<file path="config.mk">
export PLATFORM = sky130hd
export DESIGN_NAME = psr_exec
export DESIGN_NICKNAME = d
export VERILOG_FILES = /design/src/psr_pkg.sv /design/src/psr_exec.sv
export SDC_FILE = /design/constraint.sdc
export NUM_CORES = 1
export LEC_CHECK = 0
export ABC_CLOCK_PERIOD_IN_PS = 7350
export BUFFER_PORTS_ARGS = -buffer_cell sky130_fd_sc_hd__buf_2
export CORE_ASPECT_RATIO = 0.5
export CORE_MARGIN = 5
export CORE_UTILIZATION = 60
export DETAILED_ROUTE_END_ITERATION = 6
export MAX_ROUTING_LAYER = met4
export PLACE_DENSITY = 0.89
export SYNTH_ARGS = -nofsm -noshare
export SYNTH_HDL_FRONTEND = slang
export SYNTH_SLANG_ARGS = --single-unit
</file>
<file path="constraint.sdc">
create_clock -name i_sys_clk -period 7.35 [get_ports i_sys_clk]
set_clock_uncertainty 0.15 [all_clocks]
set_input_delay 1.47 -clock i_sys_clk [delete_from_list [all_inputs] [get_ports i_sys_clk]]
set_output_delay 1.47 -clock i_sys_clk [all_outputs]
set_load 0.005 [all_outputs]
</file>
<file path="src/psr_pkg.sv">
// Package: constants, opcodes, flag layout and carriers for the pair/rotate datapath
package psr_pkg;
	//----------------------------------------
	// Pair select codes
	//----------------------------------------
	localparam logic [1:0] PSR_PSEL_BC = 2'h0;
	localparam logic [1:0] PSR_PSEL_DE = 2'h1;
	localparam logic [1:0] PSR_PSEL_HL = 2'h2;
	localparam logic [1:0] PSR_PSEL_FA = 2'h3;
	//----------------------------------------
	// Opcode fixed patterns
	//----------------------------------------
	localparam logic [7:0] PSR_OP_PUSH_MASK = 8'hCF;
	localparam logic [7:0] PSR_OP_PUSH      = 8'hC5;
	localparam logic [7:0] PSR_OP_POP       = 8'hC1;
	localparam logic [7:0] PSR_OP_PADD      = 8'h09;
	localparam logic [7:0] PSR_OP_PINC      = 8'h03;
	localparam logic [7:0] PSR_OP_PDEC      = 8'h0B;
	localparam logic [7:0] PSR_OP_SWDE      = 8'hEB;
	localparam logic [7:0] PSR_OP_SWTOP     = 8'hE3;
	localparam logic [7:0] PSR_OP_LDSP      = 8'hF9;
	localparam logic [7:0] PSR_OP_ROTL      = 8'h07;
	localparam logic [7:0] PSR_OP_ROTR      = 8'h0F;
	localparam logic [7:0] PSR_OP_ROTLC     = 8'h17;
	//----------------------------------------
	// Flag byte bit positions and constants
	//----------------------------------------
	localparam int PSR_FB_S  = 7;
	localparam int PSR_FB_Z  = 6;
	localparam int PSR_FB_AC = 4;
	localparam int PSR_FB_P  = 2;
	localparam int PSR_FB_CY = 0;
	localparam logic [7:0] PSR_FB_ONES = 8'h02; // Bit 1 fixed high
	localparam logic [15:0] PSR_ONE16 = 16'h0001;
	localparam logic [15:0] PSR_TWO16 = 16'h0002;
	//----------------------------------------
	// Carriers
	//----------------------------------------
	typedef struct packed {
		logic s;
		logic z;
		logic ac;
		logic p;
		logic cy;
	} psr_flags_s;
	typedef struct packed {
		logic [7:0] a, b, c, d, e, h, l;
		logic [15:0] sp;
		psr_flags_s fl;
	} psr_regs_s;
	typedef struct packed {
		logic        wr;
		logic [15:0] addr;
		logic [7:0]  wdata;
	} psr_mem_req_s;
	typedef enum logic [2:0] {
		PSR_IDLE = 3'b000,
		PSR_ST1  = 3'b001,
		PSR_ST2  = 3'b011,
		PSR_ST3  = 3'b010,
		PSR_ST4  = 3'b110
	} psr_state_e;
endpackage : psr_pkg

</file>
<file path="src/psr_exec.sv">
// Execution datapath for register-pair and accumulator-rotate instructions
`timescale 1ns/1ps
module psr_exec (
	// Clock and reset
	input  wire logic                 i_sys_clk,
	input  wire logic                 i_nrst,
	// Instruction issue
	input  wire logic                 i_op_valid,
	input  wire logic [7:0]           i_opcode,
	output logic                      o_op_ready,
	output logic                      o_op_done,
	// Byte-wide stack memory
	output psr_pkg::psr_mem_req_s     o_mem,
	output logic                      o_mem_req,
	input  wire logic [7:0]           i_mem_rdata,
	// Architectural state
	output psr_pkg::psr_regs_s        o_regs,
	output logic [7:0]                o_condition_flag_byte
);
	import psr_pkg::*;

	//----------------------------------------
	// Decode
	//----------------------------------------
	function automatic logic is_op(input logic [7:0] op, input logic [7:0] pat);
		is_op = (op & PSR_OP_PUSH_MASK) == pat;
	endfunction : is_op

	wire logic [1:0] dec_psel  = i_opcode[5:4];
	wire logic       dec_push  = is_op(i_opcode, PSR_OP_PUSH);
	wire logic       dec_pop   = is_op(i_opcode, PSR_OP_POP);
	wire logic       dec_padd  = is_op(i_opcode, PSR_OP_PADD);
	wire logic       dec_pinc  = is_op(i_opcode, PSR_OP_PINC);
	wire logic       dec_pdec  = is_op(i_opcode, PSR_OP_PDEC);
	wire logic       dec_swtop = i_opcode == PSR_OP_SWTOP;
	wire logic       dec_mem   = dec_push | dec_pop | dec_swtop;

	psr_regs_s  r;
	psr_state_e state;
	logic [1:0] op_psel;
	logic       op_push, op_pop;
	logic [7:0] tmp;
	// Old byte at stack pointer plus one, kept for the swap's last step
	logic [7:0] hold;

	//----------------------------------------
	// Pair selection helpers
	//----------------------------------------
	function automatic logic [15:0] pair_get(input psr_regs_s q, input logic [1:0] psel);
		case (psel)
			PSR_PSEL_BC: pair_get = {q.b, q.c};
			PSR_PSEL_DE: pair_get = {q.d, q.e};
			PSR_PSEL_HL: pair_get = {q.h, q.l};
			default:   pair_get = q.sp;
		endcase
	endfunction : pair_get

	function automatic logic [7:0] flag_pack(input psr_flags_s f);
		logic [7:0] v;
		v = PSR_FB_ONES;
		v[PSR_FB_S]  = f.s;
		v[PSR_FB_Z]  = f.z;
		v[PSR_FB_AC] = f.ac;
		v[PSR_FB_P]  = f.p;
		v[PSR_FB_CY] = f.cy;
		flag_pack = v;
	endfunction : flag_pack

	// Push source pair: flag byte first, accumulator second for code 11
	wire logic [15:0] push_src = (op_psel == PSR_PSEL_FA) ? {flag_pack(r.fl), r.a}
	                                                      : pair_get(r, op_psel);
	wire logic [15:0] hl       = {r.h, r.l};
	wire logic [15:0] dad_pair = pair_get(r, dec_psel);
	wire logic [16:0] dad_sum  = {1'b0, hl} + {1'b0, dad_pair};
	wire logic [15:0] inc_val  = dad_pair + PSR_ONE16;
	wire logic [15:0] dec_val  = dad_pair - PSR_ONE16;
	wire logic [15:0] sp_m1    = r.sp - PSR_ONE16;
	wire logic [15:0] sp_m2    = r.sp - PSR_TWO16;
	wire logic [15:0] sp_p1    = r.sp + PSR_ONE16;

	//----------------------------------------
	// Memory port, one byte per cycle
	//----------------------------------------
	assign o_op_ready = (state == PSR_IDLE);
	always_comb begin
		o_mem     = '0;
		o_mem_req = 1'b0;
		case (state)
			PSR_ST1: begin
				o_mem_req = 1'b1;
				o_mem.wr  = op_push;
				o_mem.addr = op_push ? sp_m1 : r.sp;
				o_mem.wdata = push_src[15:8];
			end
			PSR_ST2: begin
				o_mem_req = 1'b1;
				o_mem.wr  = op_push;
				o_mem.addr = op_push ? sp_m2 : sp_p1;
				o_mem.wdata = push_src[7:0];
			end
			PSR_ST3: begin
				o_mem_req = 1'b1;
				o_mem.wr  = 1'b1;
				o_mem.addr = r.sp;
				o_mem.wdata = r.l;
			end
			PSR_ST4: begin
				o_mem_req = 1'b1;
				o_mem.wr  = 1'b1;
				o_mem.addr = sp_p1;
				o_mem.wdata = r.h;
			end
			default: begin
				o_mem_req = 1'b0;
			end
		endcase
	end

	//----------------------------------------
	// Load a pair from two bytes
	//----------------------------------------
	function automatic psr_regs_s pair_put(input psr_regs_s q, input logic [1:0] psel,
	                                       input logic [15:0] v);
		psr_regs_s n;
		n = q;
		case (psel)
			PSR_PSEL_BC: {n.b, n.c} = v;
			PSR_PSEL_DE: {n.d, n.e} = v;
			PSR_PSEL_HL: {n.h, n.l} = v;
			default: begin
				n.a     = v[7:0];
				n.fl.s  = v[8 + PSR_FB_S];
				n.fl.z  = v[8 + PSR_FB_Z];
				n.fl.ac = v[8 + PSR_FB_AC];
				n.fl.p  = v[8 + PSR_FB_P];
				n.fl.cy = v[8 + PSR_FB_CY];
			end
		endcase
		pair_put = n;
	endfunction : pair_put

	//----------------------------------------
	// Next-state and register update
	//----------------------------------------
	psr_regs_s  next_r;
	psr_state_e next_state;
	logic       done;
	always_comb begin
		next_r     = r;
		next_state = state;
		done       = 1'b0;
		case (state)
			PSR_IDLE: begin
				if (i_op_valid) begin
					if (dec_mem) begin
						next_state = PSR_ST1;
					end else begin
						done = 1'b1;
						if (dec_padd) begin
							{next_r.h, next_r.l} = dad_sum[15:0];
							next_r.fl.cy = dad_sum[16];
						end else if (dec_pinc) begin
							next_r = (dec_psel == PSR_PSEL_FA) ? r : pair_put(r, dec_psel, inc_val);
							if (dec_psel == PSR_PSEL_FA) next_r.sp = inc_val;
						end else if (dec_pdec) begin
							next_r = (dec_psel == PSR_PSEL_FA) ? r : pair_put(r, dec_psel, dec_val);
							if (dec_psel == PSR_PSEL_FA) next_r.sp = dec_val;
						end else if (i_opcode == PSR_OP_SWDE) begin
							{next_r.h, next_r.l, next_r.d, next_r.e} = {r.d, r.e, r.h, r.l};
						end else if (i_opcode == PSR_OP_LDSP) begin
							next_r.sp = hl;
						end else if (i_opcode == PSR_OP_ROTL) begin
							next_r.a = {r.a[6:0], r.a[7]};
							next_r.fl.cy = r.a[7];
						end else if (i_opcode == PSR_OP_ROTR) begin
							next_r.a = {r.a[0], r.a[7:1]};
							next_r.fl.cy = r.a[0];
						end else if (i_opcode == PSR_OP_ROTLC) begin
							next_r.a = {r.a[6:0], r.fl.cy};
							next_r.fl.cy = r.a[7];
						end
					end
				end
			end
			PSR_ST1: begin
				next_state = PSR_ST2;
			end
			PSR_ST2: begin
				if (op_push) begin
					next_state = PSR_IDLE;
					done = 1'b1;
					next_r.sp = sp_m2;
				end else if (op_pop) begin
					next_state = PSR_IDLE;
					done = 1'b1;
					next_r = pair_put(r, op_psel, {i_mem_rdata, tmp});
					next_r.sp = r.sp + PSR_TWO16;
				end else begin
					next_state = PSR_ST3;
				end
			end
			PSR_ST3: begin
				next_state = PSR_ST4;
			end
			PSR_ST4: begin
				next_state = PSR_IDLE;
				done = 1'b1;
				next_r.l = tmp;
				next_r.h = hold; // Bus carries a write now, not the old byte
			end
			default: begin
				next_state = PSR_IDLE;
			end
		endcase
	end

	// Captured byte: low pop byte or old stack-top byte for the swap
	wire logic [7:0] next_tmp = (state == PSR_ST1) ? i_mem_rdata :
	                            (state == PSR_ST2) ? i_mem_rdata : tmp;
	wire logic [7:0] keep_tmp = (state == PSR_ST2 && !op_pop && !op_push) ? tmp : next_tmp;
	// Stack-top swap reads SP into tmp in ST1, SP+1 into hold in ST2

	//----------------------------------------
	// State registers
	//----------------------------------------
	always_ff @(posedge i_sys_clk) begin
		if (!i_nrst) begin
			state   <= PSR_IDLE;
			r       <= '0;
			op_psel <= PSR_PSEL_BC;
			op_push <= 1'b0;
			op_pop  <= 1'b0;
			tmp     <= 8'h00;
			hold    <= 8'h00;
			o_op_done <= 1'b0;
		end else begin
			state     <= next_state;
			r         <= next_r;
			tmp       <= keep_tmp;
			hold      <= (state == PSR_ST2) ? i_mem_rdata : hold;
			o_op_done <= done;
			if (state == PSR_IDLE && i_op_valid) begin
				op_psel <= dec_psel;
				op_push <= dec_push;
				op_pop  <= dec_pop;
			end
		end
	end

	// Swap writes the held high byte back into H at the final step
	assign o_regs = (state == PSR_IDLE) ? r : r;
	assign o_condition_flag_byte = flag_pack(r.fl);
endmodule : psr_exec

</file>
# ---- Word-level counts from Yosys, hierarchy flattened
# Cells that the tools add are included.
dict set report word_totals {
  regBits 101
  latch_bits 0
  ram_bits 0
  romBits 0
  inputBits 19
  output_inout_bits 113
  elab_cells 181
  mem_count 0
}
dict set report classes {
  add_sub_neg 7
  multipliers 0
  div 0
  n_lt_le_gt_ge 0
  n_eq_ne 58
  n_shift 0
  mux 70
  bitwise 3
  reduce_logical 23
}
# op n
set ops {}
lappend ops {{$mux W77} 6}
lappend ops {{$mux W16} 19}
lappend ops {{$pmux W16 S3} 3}
lappend ops {{$pmux W25 S4} 1}
lappend ops {{$mux W8} 11}
lappend ops {{$pmux W40 S2} 1}
lappend ops {{$mux W56} 1}
lappend ops {{$mux W48} 1}
lappend ops {{$pmux W21 S2} 1}
lappend ops {{$mux W40} 1}
lappend ops {{$add A16 B1 Y16 const B} 2}
lappend ops {{$mux W32} 1}
lappend ops {{$sub A16 B1 Y16 const B} 2}
lappend ops {{$eq A8 B8 Y1 const B} 3}
lappend ops {{$ne A4 B4 Y1 const B} 6}
lappend ops {{$reduce_and A11 Y1} 2}
lappend ops {{$mux W20} 1}
lappend ops {{$mux W5} 4}
lappend ops {{$add A16 B16 Y17} 1}
lappend ops {{$add A16 B2 Y16 const B} 1}
lappend ops {{$sub A16 B2 Y16 const B} 1}
lappend ops {{$ne A3 B3 Y1 const B} 5}
lappend ops {{$ne A2 B2 Y1 const B} 7}
lappend ops {{$reduce_and A14 Y1} 1}
lappend ops {{41 further kinds} 79}

# ---- Longest topological paths before layout
# Gate-level depths: netlist of the first run.
dict set report depth {
  word_depth 12
  ltp_mapped 13
  depth_no_buf 11
}

# ---- Worst setup path after synthesis of the first run
# No wires, ideal clock.
dict set report synth_timing {
  path_kind {input -> register}
  start {in i_opcode[4]}
  end {reg r (netlist bit o_regs[35])}
  setup_time_ps 81
  t_arrival_ps 4299
  required_ps 7119
  slack_ps 2821
  path_stages 13
  path_buffers 3
  cell_sequence {buf_6 > buf_2 > mux4_2 > inv_1 > ha_1 > or4b_1 > clkbuf_1 > nor4_4 > a221oi_1 > a21oi_1 > a211oi_1 > a211o_1 > a41oi_1}
}
dict set report synth_between {
  elab_chain_len 11
  word_cells_on_any_way 28
  cone_classes {3 x add/sub; 11 x eq/ne; 11 x mux; 1 x bitwise; 2 x reduce/logical}
}
# item line
set synth_lines {}
lappend synth_lines {{start, declared} psr_exec.sv:9} ;# input wire logic [7:0] i_opcode,
lappend synth_lines {{$eq A2 B2 Y1 (tied with other cells)} {psr_exec.sv:50, psr_exec.sv:126}}
lappend synth_lines {{$pmux W16 S3} psr_exec.sv:50} ;# case (psel)
lappend synth_lines {{$sub A16 B1 Y16} psr_exec.sv:76} ;# wire logic [15:0] dec_val = dad_pair - PSR_ONE16;
lappend synth_lines {{$mux W16} psr_exec.sv:126} ;# case (psel)
lappend synth_lines {{$mux W77} psr_exec.sv:166} ;# next_r = (dec_psel == PSR_PSEL_FA) ? r : pair_put(r, dec_psel, dec_val);
lappend synth_lines {{$mux W48} psr_exec.sv:165} ;# end else if (dec_pdec) begin
lappend synth_lines {{$mux W77} psr_exec.sv:162} ;# end else if (dec_pinc) begin
lappend synth_lines {{$mux W16} psr_exec.sv:159} ;# if (dec_padd) begin
lappend synth_lines {{$mux W77} psr_exec.sv:155} ;# if (dec_mem) begin
lappend synth_lines {{$mux W77} psr_exec.sv:154} ;# if (i_op_valid) begin
lappend synth_lines {{$pmux W16 S3} psr_exec.sv:152} ;# case (state)
lappend synth_lines {{end signal, assigned} psr_exec.sv:238} ;# r <= next_r;
lappend synth_lines {{end, declared} psr_exec.sv:38} ;# psr_regs_s r;
# Several ways; a longest one is shown, not always the timed one. The select of a mux whose other input is x is not followed.
# A chain may end at the register's enable or synchronous reset.

==> results.ini, run 1 <==
[die]
dieHeight_um = 99.5
die_width_um = 189
die_area_sq_mm = 0.0188
core_area_sq_mm = 0.0156
io_pins = 132
rows = 32
start_util = 0.618

[sta]
rsz0062_at_grt = no
layout_setup_ws_ps = 1770
worstMarginPinSlew_ps = 1240
finalCritPeriodShare = 0.759
finalSetupViolations = 0
period_needed_ps = 5580
relSlewSlack = 0.169
finalHoldViolations = 0
fmax_mhz = 179
slew_viol_final = 0
fin_tns_setup_ps = 0

[power]
leakage_nw = 4.11
power_density_mw_per_mm2 = 359
peakVddDrop_mv = 0.187
finalPower_mw = 3.77

[yosys]
ys_warn_count = 0
synthArstFlopShare = 0
synth_edf_count = 0
synth_seq_cells = 101
yosys-top-cells-count = nand2_1 (169), a21oi_1 (111), dfxtp_1 (101)
synth.yosys.seq_area_share = 0.210
avgSynthCellArea_sq_um = 7.52
post-synth-top-count-cell = nand2_1
ys_types = 79
synthCells = 1279
synth_top_area_cell = dfxtp_1
yosys.area.top_type_share = 0.210
yosys-top-cells-area = dfxtp_1 (21%), mux4_2 (6.8%), nand2_1 (6.6%), a21oi_1 (5.8%), o21ai_0 (5.2%)
syn_area_sq_mm = 0.00962
synth_flop_cell = dfxtp_1

[worst_setup_path]
cp.arrival_ps = 3960
start_kind = flip-flop
slowest_stage = dfxtp_1
crit_path_max_incr_delay_ps = 860
cp_common_cell = nand2_1
reg2reg_slack_ps = 3310
path_class = flip-flop to output port
reg2reg_depth = 9
critical_path.cell_chain = nor2b_1 -> nand2_1 -> nand2_1 -> a221oi_1 -> mux2_2 -> o22ai_1 -> buf_2
crit_path_end_kind = output port
cp.required_ps = 5730
crit_fanout = 22

[finish]
fill_cells = 1370
synthToLayoutAreaGrowth_pct = 9.17
num_antenna_cells = 0
drive_gt1_frac = 0.175
final_net_count = 1354
stdcell_area_sq_mm = 0.0105

[routing]
drt-total-wl_um = 43800
num_vias = 11692
viasPerCell = 7.69
first_iter_violations = 2159
route.detailed.drc = 10
ant_nets = 0
wl_per_cell_um = 28.8
first_pass_iters = 7

[global_route]
grt_pass1_wl_um = 65000
overflow = 0
antenna_found_initial = 0
grt_max_degree = 104
grtUsageTotal = 0.461
grt_pass1_vias = 10677

[min_path]
hold_depth = 2
hp-class = flip-flop to flip-flop

[clock_tree]
hold_buffers = 0
cts.sinks = 101
clkTransAtPathRegs_ps = 70
worstSkewPairLatency_ps = 370
post_cts_buffers = 0
cts_resized = 0
root_buffer = clkbuf_16
clockBufferDepth = 2
cts_tree = built
htreeDepth = 3
cts_buffers = 9

[placed_design]
io_buffers = 128
dpl.hpwl_um = 31200
dpl_cell_area_sq_mm = 0.0102
dpl_worst_slack_ps = 2080
gp_congestion = 1.09

[run]
max-cap-violations = 0

[outcome]
status = finished, violations left
violations = DRC

[worst max-delay path, delay by kind of cell, from the launching register on]
family	cells	cell delay, ps
flip-flops	1	860
buffers and inverters	1	160
multiplexers	1	310
AND/OR/NAND/NOR	3	1930
AO/OA/AOI/OAI	2	320
[stage by stage]
| stage | hold WS [ps] | util | cells |
|---|---|---|---|
| after floorplan | 291 | - | 1280 |
| after global placement | 303 | 0.654 | 1504 |
| after detailed placement | 311 | 0.654 | 1504 |
| after CTS | 321 | 0.674 | 1520 |
| after global routing | 354 | 0.674 | 1520 |
| final | 321 | 0.674 | 1520 |
[sequential cells by signal (all words and copies together) (netlist names)]
signal,cells
op_psel,2
o_op_done,1
o_regs,72
op_pop,1
hold,8
tmp,8
state,3
o_condition_flag_byte,5
op_push,1
[cell families after synthesis]
group,share of synthesized area
adders and majority gates,0.0320
AOI/OAI and AO/OA,0.322
other,0.000781
DFF,0.210
xor gates and xnor gates,0.0328
buffers and inverters,0.0633
muxes,0.126
and+or+nand+nor,0.214
[final cells by class]
class / count / area [sq um] / share of cell area
multi-input cells: 1037 / 7060 / 0.672
flip-flops and latches: 101 / 2020 / 0.193
repair buffers: 147 / 783 / 0.0746
well taps: 204 / 255 / 0.0243
clock buffers: 10 / 229 / 0.0218
clock inverters: 6 / 95.1 / 0.00905
inverters: 15 / 56.3 / 0.00536
[layer usage]
layer	share of wire	wire length (um)	vias up	GRT usage
li1	-	-	4889	-
met3	0.20	8850	192	0.239
met1	0.38	16400	5463	0.599
met4	0.037	1630	0	0.135
met5	0	0	-	-
met2	0.39	16900	1148	0.619
[path summary, 6_finish.rpt]
kind                                                 to              startpoint
worst max-delay path                          o_mem[18]   state[1]$_SDFFE_PN0P_
worst min-delay path               hold[1]$_SDFFE_PN0P_    hold[1]$_SDFFE_PN0P_
worst max register to register  o_regs[35]$_SDFFE_PN0P_  o_regs[5]$_SDFFE_PN0P_
worst min register to register     hold[1]$_SDFFE_PN0P_    hold[1]$_SDFFE_PN0P_
[where the power goes]
part	leakage (nW)	switching [mW]	internal (mW)
clock network	0.151	0.243	0.303
logic	3.14	1.39	0.858
registers	0.818	0.313	0.661
total	4.11	1.95	1.82
[layout by cell type, fill, tap and decap left out, types with 18 or more instances in the layout]
master,Yosys,final
o21ai_0,99,98
mux2i_1,42,42
nor3_1,40,35
nand3_1,33,32
o211ai_1,20,20
a22oi_1,23,23
mux4_2,29,29
buf_2,7,128
dfxtp_1,101,101
a21oi_1,111,110
o22ai_1,18,18
nor2_1,65,65
a21boi_0,28,28
nand2_1,169,169
a31oi_1,31,31
xnor2_1,26,26
o221ai_1,19,19
buf_4,8,19
nor2b_1,28,28
ha_1,23,23
Power figures use the tool's default switching activity.
==> run 2: changes to the inputs <==
--- a/config.mk
+++ b/config.mk
@@ -5,7 +5,7 @@
 export SDC_FILE = /design/constraint.sdc
 export NUM_CORES = 1
 export LEC_CHECK = 0
-export ABC_CLOCK_PERIOD_IN_PS = 7350
+export ABC_CLOCK_PERIOD_IN_PS = 5830
 export BUFFER_PORTS_ARGS = -buffer_cell sky130_fd_sc_hd__buf_2
 export CORE_ASPECT_RATIO = 0.5
 export CORE_MARGIN = 5
==> constraint.sdc (replaced) <==
create_clock -name i_sys_clk -period 5.83 [get_ports i_sys_clk]
set_clock_uncertainty 0.15 [all_clocks]
set_input_delay 1.166 -clock i_sys_clk [delete_from_list [all_inputs] [get_ports i_sys_clk]]
set_output_delay 1.166 -clock i_sys_clk [all_outputs]
set_load 0.005 [all_outputs]
==> run 2 against run 1 <==
The flow still finishes with violations (DRC). Setup slack worse by 960 ps. Combinational power is 28% higher. Cell count is 1.1% higher. Global-route usage is 0.13 points lower. Power increased by 26%. Critical path depth grew 1. Sequential power rose by 24%. Non-clock buffer count is 14 higher. Register-to-register slack got worse by 1500 ps. Critical endpoint is now o_mem[23]. Largest cell class unchanged. Largest power group unchanged. Highest routed layer unchanged.
==> results.ini, run 2 (synthesized netlist as in run 1, its figures left out) <==
[power]
peakVddDrop_mv = 0.216
power_density_mw_per_mm2 = 449
finalPower_mw = 4.74
leakage_nw = 4.17

[global_route]
grtUsageTotal = 0.459
antenna_found_initial = 2
grt_pass1_vias = 10542
grt_pass1_wl_um = 65000
grt_max_degree = 50
overflow = 0

[placed_design]
dpl_cell_area_sq_mm = 0.0103
gp_congestion = 1.12
dpl.hpwl_um = 31900
io_buffers = 128
dpl_worst_slack_ps = 838
dp.cells = 1518

[die]
rows = 32
start_util = 0.618
die_area_sq_mm = 0.0188
dieHeight_um = 99.5
core_area_sq_mm = 0.0156
die_width_um = 189
io_pins = 132

[worst_setup_path]
crit_fanout = 11
crit_path_max_incr_delay_ps = 780
cp.buffers_inverters = 1
start_kind = flip-flop
cp.required_ps = 4510
crit_family = simple AND/OR/NAND/NOR gates
cp.arrival_ps = 3700
crit_path_end_kind = output port
slowest_stage = nor4_1
critical_path.cell_chain = nor4_1 -> nand2b_1 -> or4b_2 -> nor3_1 -> nand2_1 -> a221oi_1 -> a21oi_1 -> buf_2
path_class = flip-flop to output port

[finish]
stdcell_count = 1537
largest_reg_flops = 72
final_cell_mix = nand2_1 (169), buf_2 (128), a21oi_1 (110), dfxtp_1 (101), o21ai_0 (98)
drive_gt1_frac = 0.181
layout_commonest_cell = nand2_1
synthToLayoutAreaGrowth_pct = 9.78
fin_util = 0.678
fill_cells = 1349
final_net_count = 1368
stdcell_area_sq_mm = 0.0106

[clock_tree]
htreeDepth = 3
clkTransAtPathRegs_ps = 80
hold_buffers = 0
cts_resized = 0
post_cts_buffers = 0
cts_buffers = 9
root_buffer = clkbuf_16
clockBufferDepth = 2
worstSkewPairLatency_ps = 360
cts_tree = built
cts.sinks = 101

[sta]
whs_ps = 319
finalCritPeriodShare = 0.860
fin_tns_setup_ps = 0
finalHoldViolations = 0
slew_viol_final = 0
finalSetupViolations = 0
worstMarginPinSlew_ps = 1250
relSlewSlack = 0.162
rsz0062_at_grt = no
period_needed_ps = 5010
layout_setup_ws_ps = 816
fmax_mhz = 199

[routing]
wl_per_cell_um = 28.7
viasPerCell = 7.67
drt-total-wl_um = 44100
ant_nets = 0
first_iter_violations = 2060
first_pass_iters = 7
route.detailed.drc = 35
num_vias = 11787

[run]
max-cap-violations = 0

[outcome]
violations = DRC
status = finished, violations left

[min_path]
hp-class = flip-flop to flip-flop

[run 2: cell count changes in the layout (fill, tap and decap cells not counted), moves of 2 or more]
cell,change
buf_4,+14
diode_2,+3
inv_6,+2
nor3_1,+3
nor3_2,-3
[run 2: area by class of cell]
type | instances | area (sq um) | area share
Tap cell | 204 | 255 | 0.0242
Sequential cell | 101 | 2020 | 0.191
Clock buffer | 10 | 229 | 0.0217
Timing Repair Buffer | 161 | 888 | 0.0841
Clock inverter | 6 | 68.8 | 0.00652
Multi-Input combinational cell | 1037 | 7030 | 0.666
Antenna cell | 3 | 7.51 | 0.000711
Inverter | 15 | 56.3 | 0.00533
[run 2: worst paths after layout]
path	start	endpoint	slack [ps]	cells past startpoint
min	hold[5]$_SDFFE_PN0P_	hold[5]$_SDFFE_PN0P_	320	2
max	o_regs[13]$_SDFFE_PN0P_	o_mem[23]	820	8
max reg2reg	o_regs[5]$_SDFFE_PN0P_	o_regs[35]$_SDFFE_PN0P_	1770	9
min reg2reg	hold[5]$_SDFFE_PN0P_	hold[5]$_SDFFE_PN0P_	320	2
[run 2: worst reg2reg max path, delay by kind of cell (launching register included)]
kind | cells | cell delay (ps)
AOI/OAI and AO/OA | 5 | 1020
and+or+nand+nor | 2 | 1120
muxes | 1 | 520
adders and majority gates | 1 | 290
DFF | 1 | 880
[run 2: routing by layer]
metal | vias up | track usage | share of wire
met2 | 1170 | 0.609 | 0.38
met4 | 0 | 0.147 | 0.039
met1 | 5503 | 0.608 | 0.38
li1 | 4925 | - | -
met3 | 189 | 0.223 | 0.20
met5 | - | - | 0
[run 2: report_power, final]
part           internal (mW)  total (mW)  switching [mW]
clock                  0.338       0.646           0.308
sequential             0.833        1.21           0.380
combinational           1.09        2.88            1.79
